$ cat config.mk
export PLATFORM = sky130hd
export DESIGN_NAME = teis_status
export DESIGN_NICKNAME = d
export VERILOG_FILES = /design/src/teis_pkg_unused_guard.sv /design/src/teis_pkg.sv /design/src/teis_status.sv
export SDC_FILE = /design/constraint.sdc
export NUM_CORES = 1
export LEC_CHECK = 0
export BUFFER_PORTS_ARGS = -buffer_cell sky130_fd_sc_hd__buf_2
export CAP_MARGIN = 0
export CORE_UTILIZATION = 35
export CTS_CLUSTER_SIZE = 40
export DETAILED_ROUTE_END_ITERATION = 12
export PLACE_DENSITY_LB_ADDON = 0.2
export SYNTH_ARGS = -nofsm -noshare
export SYNTH_HDL_FRONTEND = slang
export SYNTH_SLANG_ARGS = --single-unit
$ cat constraint.sdc
create_clock -name clock -period 20.8 [get_ports clock]
set_input_delay 1.04 -clock clock [delete_from_list [all_inputs] [get_ports clock]]
set_output_delay 1.04 -clock clock [all_outputs]
set_load 0.1 [all_outputs]
$ cat src/teis_pkg_unused_guard.sv
// intentionally empty compile unit kept minimal
`timescale 1ns/1ns
`default_nettype none
`default_nettype wire

$ cat src/teis_pkg.sv
// constants shared by the t1 event interrupt status block
package teis_pkg;
    // host port word offsets
    localparam logic [4:0] TEIS_OFS_WRAP_WORD = 5'h1d;
    localparam logic [4:0] TEIS_OFS_LINK_WORD = 5'h1e;
    // reset value of both status words
    localparam logic [7:0] TEIS_STATUS_RESET  = 8'h00;
    // field positions, counter wrap word
    localparam int TEIS_FRAMING_ERR_BIT   = 7;
    localparam int TEIS_CHECKSUM_ERR_BIT  = 6;
    localparam int TEIS_OUT_OF_FRAME_BIT  = 5;
    localparam int TEIS_ALIGN_CHANGE_BIT  = 4;
    localparam int TEIS_BIPOLAR_VIOL_BIT  = 3;
    localparam int TEIS_PATTERN_ERR_BIT   = 2;
    localparam int TEIS_PATTERN_MF_BIT    = 1;
    localparam int TEIS_MF_UNSYNC_BIT     = 0;
    // field positions, link and timer word
    localparam int TEIS_UNUSED_BIT        = 7;
    localparam int TEIS_LINK_CTRL_A_BIT   = 6;
    localparam int TEIS_LINK_CTRL_B_BIT   = 5;
    localparam int TEIS_LOOPBACK_BIT      = 4;
    localparam int TEIS_ONE_SECOND_BIT    = 3;
    localparam int TEIS_FIVE_SECOND_BIT   = 2;
    localparam int TEIS_BIT_MESSAGE_BIT   = 1;
    localparam int TEIS_SIGNALING_BIT     = 0;
    // loop code persistence time
    localparam int TEIS_CLK_KHZ           = 125000;
    localparam int TEIS_LOOP_TIME_MS      = 48;
    localparam int TEIS_LOOP_CYCLES       = TEIS_LOOP_TIME_MS * TEIS_CLK_KHZ;
    // bit oriented message acceptance window
    localparam int TEIS_BOM_NEEDED        = 8;
    localparam int TEIS_BOM_WINDOW        = 10;
    // default signaling debounce in cycles
    localparam int TEIS_SIG_DEBOUNCE      = 16;
endpackage : teis_pkg

$ cat src/teis_status.sv
// interrupt status words two and three for t1 mode
//
// Summary of operation
// - framing error wrap sets word two bit 7 if unmasked; read clears
// - checksum error wrap sets word two bit 6 if unmasked; read clears
// - out of frame counter wrap sets word two bit 5 if unmasked; read clears
// - alignment change counter wrap sets word two bit 4; read clears
// - bipolar violation counter wrap sets word two bit 3; read clears
// - test pattern error counter wrap sets word two bit 2; read clears
// - test pattern multiframe counter wrap sets word two bit 1
// - multiframe unsync counter wrap sets word two bit 0; read clears
// - unmasked link controller a interrupt sets word three bit 6
// - unmasked link controller b interrupt sets word three bit 5
// - loop code present continuously 48 ms sets word three bit 4
// - one second status rising edge sets word three bit 3
// - five second status rising edge sets word three bit 2
// - newly accepted differing bit message sets word three bit 1
// - message accepted only when seen 8 of last 10 positions
// - signaling pattern change, optionally debounced, sets word three bit 0
`timescale 1ns/1ns
`default_nettype none
module teis_status
    import teis_pkg::*;
#(
    parameter int LOOP_CYCLES  = TEIS_LOOP_CYCLES,
    parameter int SIG_DEBOUNCE = TEIS_SIG_DEBOUNCE,
    parameter int SIG_WIDTH    = 4
) (
    input  wire logic                 clock,
    input  wire logic                 srst,
    // host port
    input  wire logic [4:0]           host_addr,
    input  wire logic                 host_rd,
    output var  logic [7:0]           host_rdata,
    output var  logic                 host_rvalid,
    // counter wrap pulses, bit order as in the wrap word
    input  wire logic [7:0]           counter_wrap,
    input  wire logic [7:0]           wrap_unmask,
    input  wire logic [7:0]           link_unmask,
    // event sources
    input  wire logic                 link_ctrl_a_irq,
    input  wire logic                 link_ctrl_b_irq,
    input  wire logic                 loop_code_present,
    input  wire logic                 one_second_status,
    input  wire logic                 five_second_status,
    input  wire logic                 bom_strobe,
    input  wire logic [13:0]          bom_pattern,
    input  wire logic [SIG_WIDTH-1:0] signaling_bits,
    input  wire logic                 signaling_debounce_enable
);

    // ****************************************************************
    // host read decode
    // ****************************************************************
    logic rd_wrap;
    logic rd_link;
    assign rd_wrap = host_rd && (host_addr == TEIS_OFS_WRAP_WORD);
    assign rd_link = host_rd && (host_addr == TEIS_OFS_LINK_WORD);

    // ****************************************************************
    // loop code persistence timer
    // ****************************************************************
    localparam int LW = $clog2(LOOP_CYCLES + 1);
    logic [LW-1:0] loop_cnt_q;
    logic [LW-1:0] loop_cnt_d;
    logic          loop_evt;

    // counter saturates so one continuous burst raises only one event
    always_comb begin
        loop_cnt_d = loop_cnt_q;
        loop_evt   = 1'b0;
        if (!loop_code_present) begin
            loop_cnt_d = '0;
        end else if (loop_cnt_q != LW'(LOOP_CYCLES)) begin
            loop_cnt_d = loop_cnt_q + LW'(1);
            loop_evt   = (loop_cnt_d == LW'(LOOP_CYCLES));
        end
    end

    always_ff @(posedge clock) begin
        if (srst) begin
            loop_cnt_q <= '0;
        end else begin
            loop_cnt_q <= loop_cnt_d;
        end
    end

    // ****************************************************************
    // timer edge detection
    // ****************************************************************
    logic one_sec_prev_q;
    logic five_sec_prev_q;
    logic one_sec_evt;
    logic five_sec_evt;
    assign one_sec_evt  = one_second_status && !one_sec_prev_q;
    assign five_sec_evt = five_second_status && !five_sec_prev_q;

    always_ff @(posedge clock) begin
        if (srst) begin
            one_sec_prev_q  <= 1'b0;
            five_sec_prev_q <= 1'b0;
        end else begin
            one_sec_prev_q  <= one_second_status;
            five_sec_prev_q <= five_second_status;
        end
    end

    // ****************************************************************
    // bit oriented message filter
    // ****************************************************************
    localparam int HW = $clog2(TEIS_BOM_WINDOW);
    localparam int CW = $clog2(TEIS_BOM_WINDOW + 1);
    logic [13:0]   bom_hist_q [TEIS_BOM_WINDOW];
    logic [13:0]   bom_hist_d [TEIS_BOM_WINDOW];
    logic [HW-1:0] bom_ptr_q;
    logic [HW-1:0] bom_ptr_d;
    logic [13:0]   bom_acc_q;
    logic [13:0]   bom_acc_d;
    logic          bom_acc_vld_q;
    logic          bom_acc_vld_d;
    logic [CW-1:0] bom_hits;
    logic          bom_form_ok;
    logic          bom_evt;

    // only the 11111110xxxxx0 form counts as a message
    assign bom_form_ok = (bom_pattern[13:6] == 8'hfe) && !bom_pattern[0];

    // the new position is written over the oldest, then all ten compared
    always_comb begin
        bom_hist_d    = bom_hist_q;
        bom_ptr_d     = bom_ptr_q;
        bom_acc_d     = bom_acc_q;
        bom_acc_vld_d = bom_acc_vld_q;
        bom_hits      = '0;
        bom_evt       = 1'b0;
        if (bom_strobe) begin
            bom_hist_d[bom_ptr_q] = bom_pattern;
            bom_ptr_d = (bom_ptr_q == HW'(TEIS_BOM_WINDOW - 1)) ?
                        '0 : bom_ptr_q + HW'(1);
            for (int i = 0; i < TEIS_BOM_WINDOW; i++) begin
                if (bom_hist_d[i] == bom_pattern) begin
                    bom_hits = bom_hits + CW'(1);
                end
            end
            if (bom_form_ok && (bom_hits >= CW'(TEIS_BOM_NEEDED)) &&
                (!bom_acc_vld_q || (bom_acc_q != bom_pattern))) begin
                bom_acc_d     = bom_pattern;
                bom_acc_vld_d = 1'b1;
                bom_evt       = 1'b1;
            end
        end
    end

    always_ff @(posedge clock) begin
        if (srst) begin
            for (int i = 0; i < TEIS_BOM_WINDOW; i++) begin
                bom_hist_q[i] <= '0;
            end
            bom_ptr_q     <= '0;
            bom_acc_q     <= '0;
            bom_acc_vld_q <= 1'b0;
        end else begin
            bom_hist_q    <= bom_hist_d;
            bom_ptr_q     <= bom_ptr_d;
            bom_acc_q     <= bom_acc_d;
            bom_acc_vld_q <= bom_acc_vld_d;
        end
    end

    // ****************************************************************
    // signaling change detection with optional debounce
    // ****************************************************************
    localparam int DW = $clog2(SIG_DEBOUNCE + 1);
    logic [SIG_WIDTH-1:0] sig_ref_q;
    logic [SIG_WIDTH-1:0] sig_ref_d;
    logic [SIG_WIDTH-1:0] sig_cand_q;
    logic [SIG_WIDTH-1:0] sig_cand_d;
    logic [DW-1:0]        sig_cnt_q;
    logic [DW-1:0]        sig_cnt_d;
    logic                 sig_evt;

    // a changed pattern must hold SIG_DEBOUNCE + 1 cycles when debounce is on;
    // glitches shorter than that are swallowed, costing report latency
    always_comb begin
        sig_ref_d  = sig_ref_q;
        sig_cand_d = signaling_bits;
        sig_cnt_d  = '0;
        sig_evt    = 1'b0;
        if (signaling_bits != sig_ref_q) begin
            if (!signaling_debounce_enable) begin
                sig_ref_d = signaling_bits;
                sig_evt   = 1'b1;
            end else if (signaling_bits != sig_cand_q) begin
                sig_cnt_d = '0;
            end else if (sig_cnt_q == DW'(SIG_DEBOUNCE - 1)) begin
                sig_ref_d = signaling_bits;
                sig_evt   = 1'b1;
            end else begin
                sig_cnt_d = sig_cnt_q + DW'(1);
            end
        end
    end

    // reference starts at all zero; a nonzero pattern after reset reports
    always_ff @(posedge clock) begin
        if (srst) begin
            sig_ref_q  <= '0;
            sig_cand_q <= '0;
            sig_cnt_q  <= '0;
        end else begin
            sig_ref_q  <= sig_ref_d;
            sig_cand_q <= sig_cand_d;
            sig_cnt_q  <= sig_cnt_d;
        end
    end

    // ****************************************************************
    // sticky status words
    // ****************************************************************
    logic [7:0] wrap_q;
    logic [7:0] wrap_d;
    logic [7:0] link_q;
    logic [7:0] link_d;
    logic [7:0] wrap_set;
    logic [7:0] link_evt;
    logic [7:0] link_set;

    // per-bit wrap gating by mask
    genvar g;
    generate
        for (g = 0; g < 8; g++) begin : g_wrap
            assign wrap_set[g] = counter_wrap[g]
                                 && wrap_unmask[g];
        end
    endgenerate

    always_comb begin
        link_evt = 8'h00;
        link_evt[TEIS_LINK_CTRL_A_BIT] = link_ctrl_a_irq;
        link_evt[TEIS_LINK_CTRL_B_BIT] = link_ctrl_b_irq;
        link_evt[TEIS_LOOPBACK_BIT]    = loop_evt;
        link_evt[TEIS_ONE_SECOND_BIT]  = one_sec_evt;
        link_evt[TEIS_FIVE_SECOND_BIT] = five_sec_evt;
        link_evt[TEIS_BIT_MESSAGE_BIT] = bom_evt;
        link_evt[TEIS_SIGNALING_BIT]   = sig_evt;
        link_set = link_evt & link_unmask;
        link_set[TEIS_UNUSED_BIT] = 1'b0;
    end

    // read clears, but a set in the same cycle wins
    always_comb begin
        wrap_d = (rd_wrap ? 8'h00 : wrap_q) | wrap_set;
        link_d = (rd_link ? 8'h00 : link_q) | link_set;
    end

    always_ff @(posedge clock) begin
        if (srst) begin
            wrap_q <= TEIS_STATUS_RESET;
            link_q <= TEIS_STATUS_RESET;
        end else begin
            wrap_q <= wrap_d;
            link_q <= link_d;
        end
    end

    // ****************************************************************
    // read data, one cycle after the read strobe
    // ****************************************************************
    logic [7:0] rdata_d;
    always_comb begin
        rdata_d = 8'h00;
        if (rd_wrap) begin
            rdata_d = wrap_q;
        end else if (rd_link) begin
            rdata_d = link_q;
        end
    end

    always_ff @(posedge clock) begin
        if (srst) begin
            host_rdata  <= 8'h00;
            host_rvalid <= 1'b0;
        end else begin
            host_rdata  <= rdata_d;
            host_rvalid <= host_rd;
        end
    end

endmodule : teis_status
`default_nettype wire
==> flow_summary.json <==
{
  "ctsResizeCount": 0,
  "whs_ns": 0.449,
  "drt_wl_total_um": 26800,
  "core_um2": 30900,
  "critPathArrivalTime_ns": 8.65,
  "critPathBufInv": 5,
  "setup_violations": 0,
  "overflow": 0,
  "die-area_um2": 32400,
  "grt_pass1_vias": 8443,
  "netlist_instances": 1391,
  "grt_setup_unrepaired": "no",
  "hold_class": "reg2reg",
  "syn-num-nets": 1461,
  "layout-drive-gt1-share_pct": 10.1,
  "critPathMostFrequentCell": "ha_1",
  "ys_seq_area_share_pct": 39.8,
  "status": "finished clean",
  "critPathKind": "in2reg",
  "cts-htree-levels": 1,
  "diodes": 0,
  "synth_ff_type": "dfxtp_1",
  "finalNonFillerCells": 1815,
  "antenna_found_initial": 0,
  "critPathMaxStageDelay_ns": 0.62,
  "yosysWarnings": 0,
  "syn_area_um2": 11100,
  "syn2layout_area_growth_pct": 12.5,
  "fin_crit_sh_pct": 39.4,
  "synth_edf_count": 0,
  "synth_commonest_cells": "nand2_1 (317), dfxtp_1 (221), a21oi_1 (165), xor2_1 (120), nor2_1 (82)",
  "setup_tns_ns": 0,
  "portBuffers": 64,
  "vias_per_cell": 4.93,
  "cts.sinks": 221,
  "finalPower_uw": 967,
  "max_slew_margin_pct": 33.9,
  "timing.rr.start": "bom_ptr_q[1]$_SDFFE_PP0P_",
  "skew_ns": 0.0159,
  "post-route-min-period_ns": 8.19,
  "cp_max_fo": 22,
  "worst_slew_pin_slew_ns": 0.989,
  "gp_congestion": 0.851,
  "die_width_um": 180,
  "crit_path_end_kind": "register",
  "hold_buffers": 0,
  "initial_utilization_pct": 35.9,
  "powerDensity_nw_per_um2": 77.5,
  "synth.distinct_cells": 57,
  "yosysTopAreaCell": "dfxtp_1",
  "grt_usage_pct": 16.4,
  "drc": 0,
  "first_pass_iters": 4,
  "finalMaxSlewViolations": 0,
  "post-route-util_pct": 40.4,
  "final_nets": 1472,
  "syn_area_per_cell_um2": 7.98,
  "yosysMostFrequentCell": "nand2_1",
  "dp_hpwl_um": 16500,
  "num_vias": 8940,
  "worstSetupStartpoint": "bom_pattern[11]",
  "holdCritStartpoint": "sig_cnt_q[0]$_SDFF_PP0_",
  "cts_tree": "built",
  "path_clk_slew_ns": 0.06,
  "routedWlPerCell_um": 14.7,
  "cp_top_family": "compound AO/OA/AOI/OAI gates",
  "synth_top_area_share_pct": 39.8,
  "ant_nets": 0,
  "hold_viol": 0,
  "synthArstFlopShare_pct": 0,
  "power.leakage_uw": 0.00455,
  "synthTopCellsByArea": "dfxtp_1 (40%), nand2_1 (11%), xor2_1 (9.5%)",
  "worst-endpoint-required_ns": 21.26,
  "root_buffer": "clkbuf_16",
  "postCtsSetupBuffers": 0,
  "vdd_ir_drop_max_v": 0.0000626,
  "cts_buffers": 26,
  "io_pins": 66,
  "cts_max_path_buffers": 3,
  "ys_ff_latch": 221,
  "drt_iter0_drc": 409,
  "clk_latency_ns": 0.54,
  "fmax_mhz": 122,
  "num-fill-cells": 3173,
  "floorplan.rows": 64,
  "place_inst": 1770,
  "drv_cap": 0,
  "grt_max_degree": 109,
  "grt_pass1_wl_um": 43900,
  "startpoint_type": "input port",
  "die_y_um": 180,
  "critPathSlowestCell": "mux2i_4"
}
-- metal layers --
metal	global-route usage, %	vias to the layer above	part of all wire (%)
met3	2.49	38	4.2
met4	4.14	0	2.2
li1	-	4648	-
met5	0	-	0
met2	27.3	142	45
met1	22.1	4112	49
-- power by group --
part / internal, uW / leakage (uW) / switching, uW / total (uW)
combinational: 32.8 / 0.00236 / 54.2 / 87.0
clock: 263 / 0.000408 / 181 / 444
sequential: 431 / 0.00179 / 5.29 / 436
total: 727 / 0.00455 / 241 / 967
-- layout by cell type, fill, tap and decap left out, types with 7 or more instances in the layout --
master     instances
buf_2             63
xnor2_1           79
clkbuf_16         26
and3_1             9
nor4_1            28
nor2b_1           15
xor2_1           120
mux2i_1           14
a22oi_1           18
dfxtp_1          221
nor3_1            17
nand2_1          317
nor2_1            82
and2_1             7
nand2b_1          21
nand4_1           25
inv_1             20
nand3b_1           8
o21ai_0           17
ha_1              13
a21oi_1          165
nand3_1           20
buf_4             20
-- through the flow --
| step | instance area (um^2) | setup WS [ns] |
|---|---|---|
| CTS | 12500 | 12.62 |
| global route | 12500 | 11.84 |
| detailed placement | 11700 | 12.08 |
| floorplan | 11100 | 13.17 |
| global placement | 11700 | 12.16 |
| finish | 12500 | 12.61 |
-- kinds of logic after synthesis --
logic type	synth area share [%]
and+or+nand+nor	24.7
AOI/OAI and AO/OA	11.6
DFF	39.8
xor gates and xnor gates	16.3
buffers and inverters	4.64
muxes	1.46
adders and majority gates	1.46
-- layout make-up --
type                            count  area, um^2  area share [%]
Clock buffer                       38         756            6.05
Timing Repair Buffer               84         477            3.82
Clock inverter                      7        77.6           0.621
Tap cell                          396         495            3.97
Multi-Input combinational cell   1049        6180            49.5
Inverter                           20        75.1           0.601
Sequential cell                   221        4420            35.4
-- worst paths after layout --
check | to | slack [ns] | cells after the start
max | bom_acc_q[2]$_SDFFE_PP0P_ | 12.61 | 35
min | sig_cnt_q[0]$_SDFF_PP0_ | 0.45 | 1
max reg2reg | bom_acc_q[2]$_SDFFE_PP0P_ | 13.00 | 30
min reg2reg | sig_cnt_q[0]$_SDFF_PP0_ | 0.45 | 1
-- flip-flops by register name, summed over array words and instances, names as in the netlist, 4 cells and up --
register,count
wrap_q,8
bom_acc_q,14
sig_ref_q,4
link_q,7
sig_cnt_q,5
loop_cnt_q,23
bom_ptr_q,4
host_rdata,8
sig_cand_q,4
bom_hist_q,140
No activity file was read; power rests on OpenSTA's default activity.
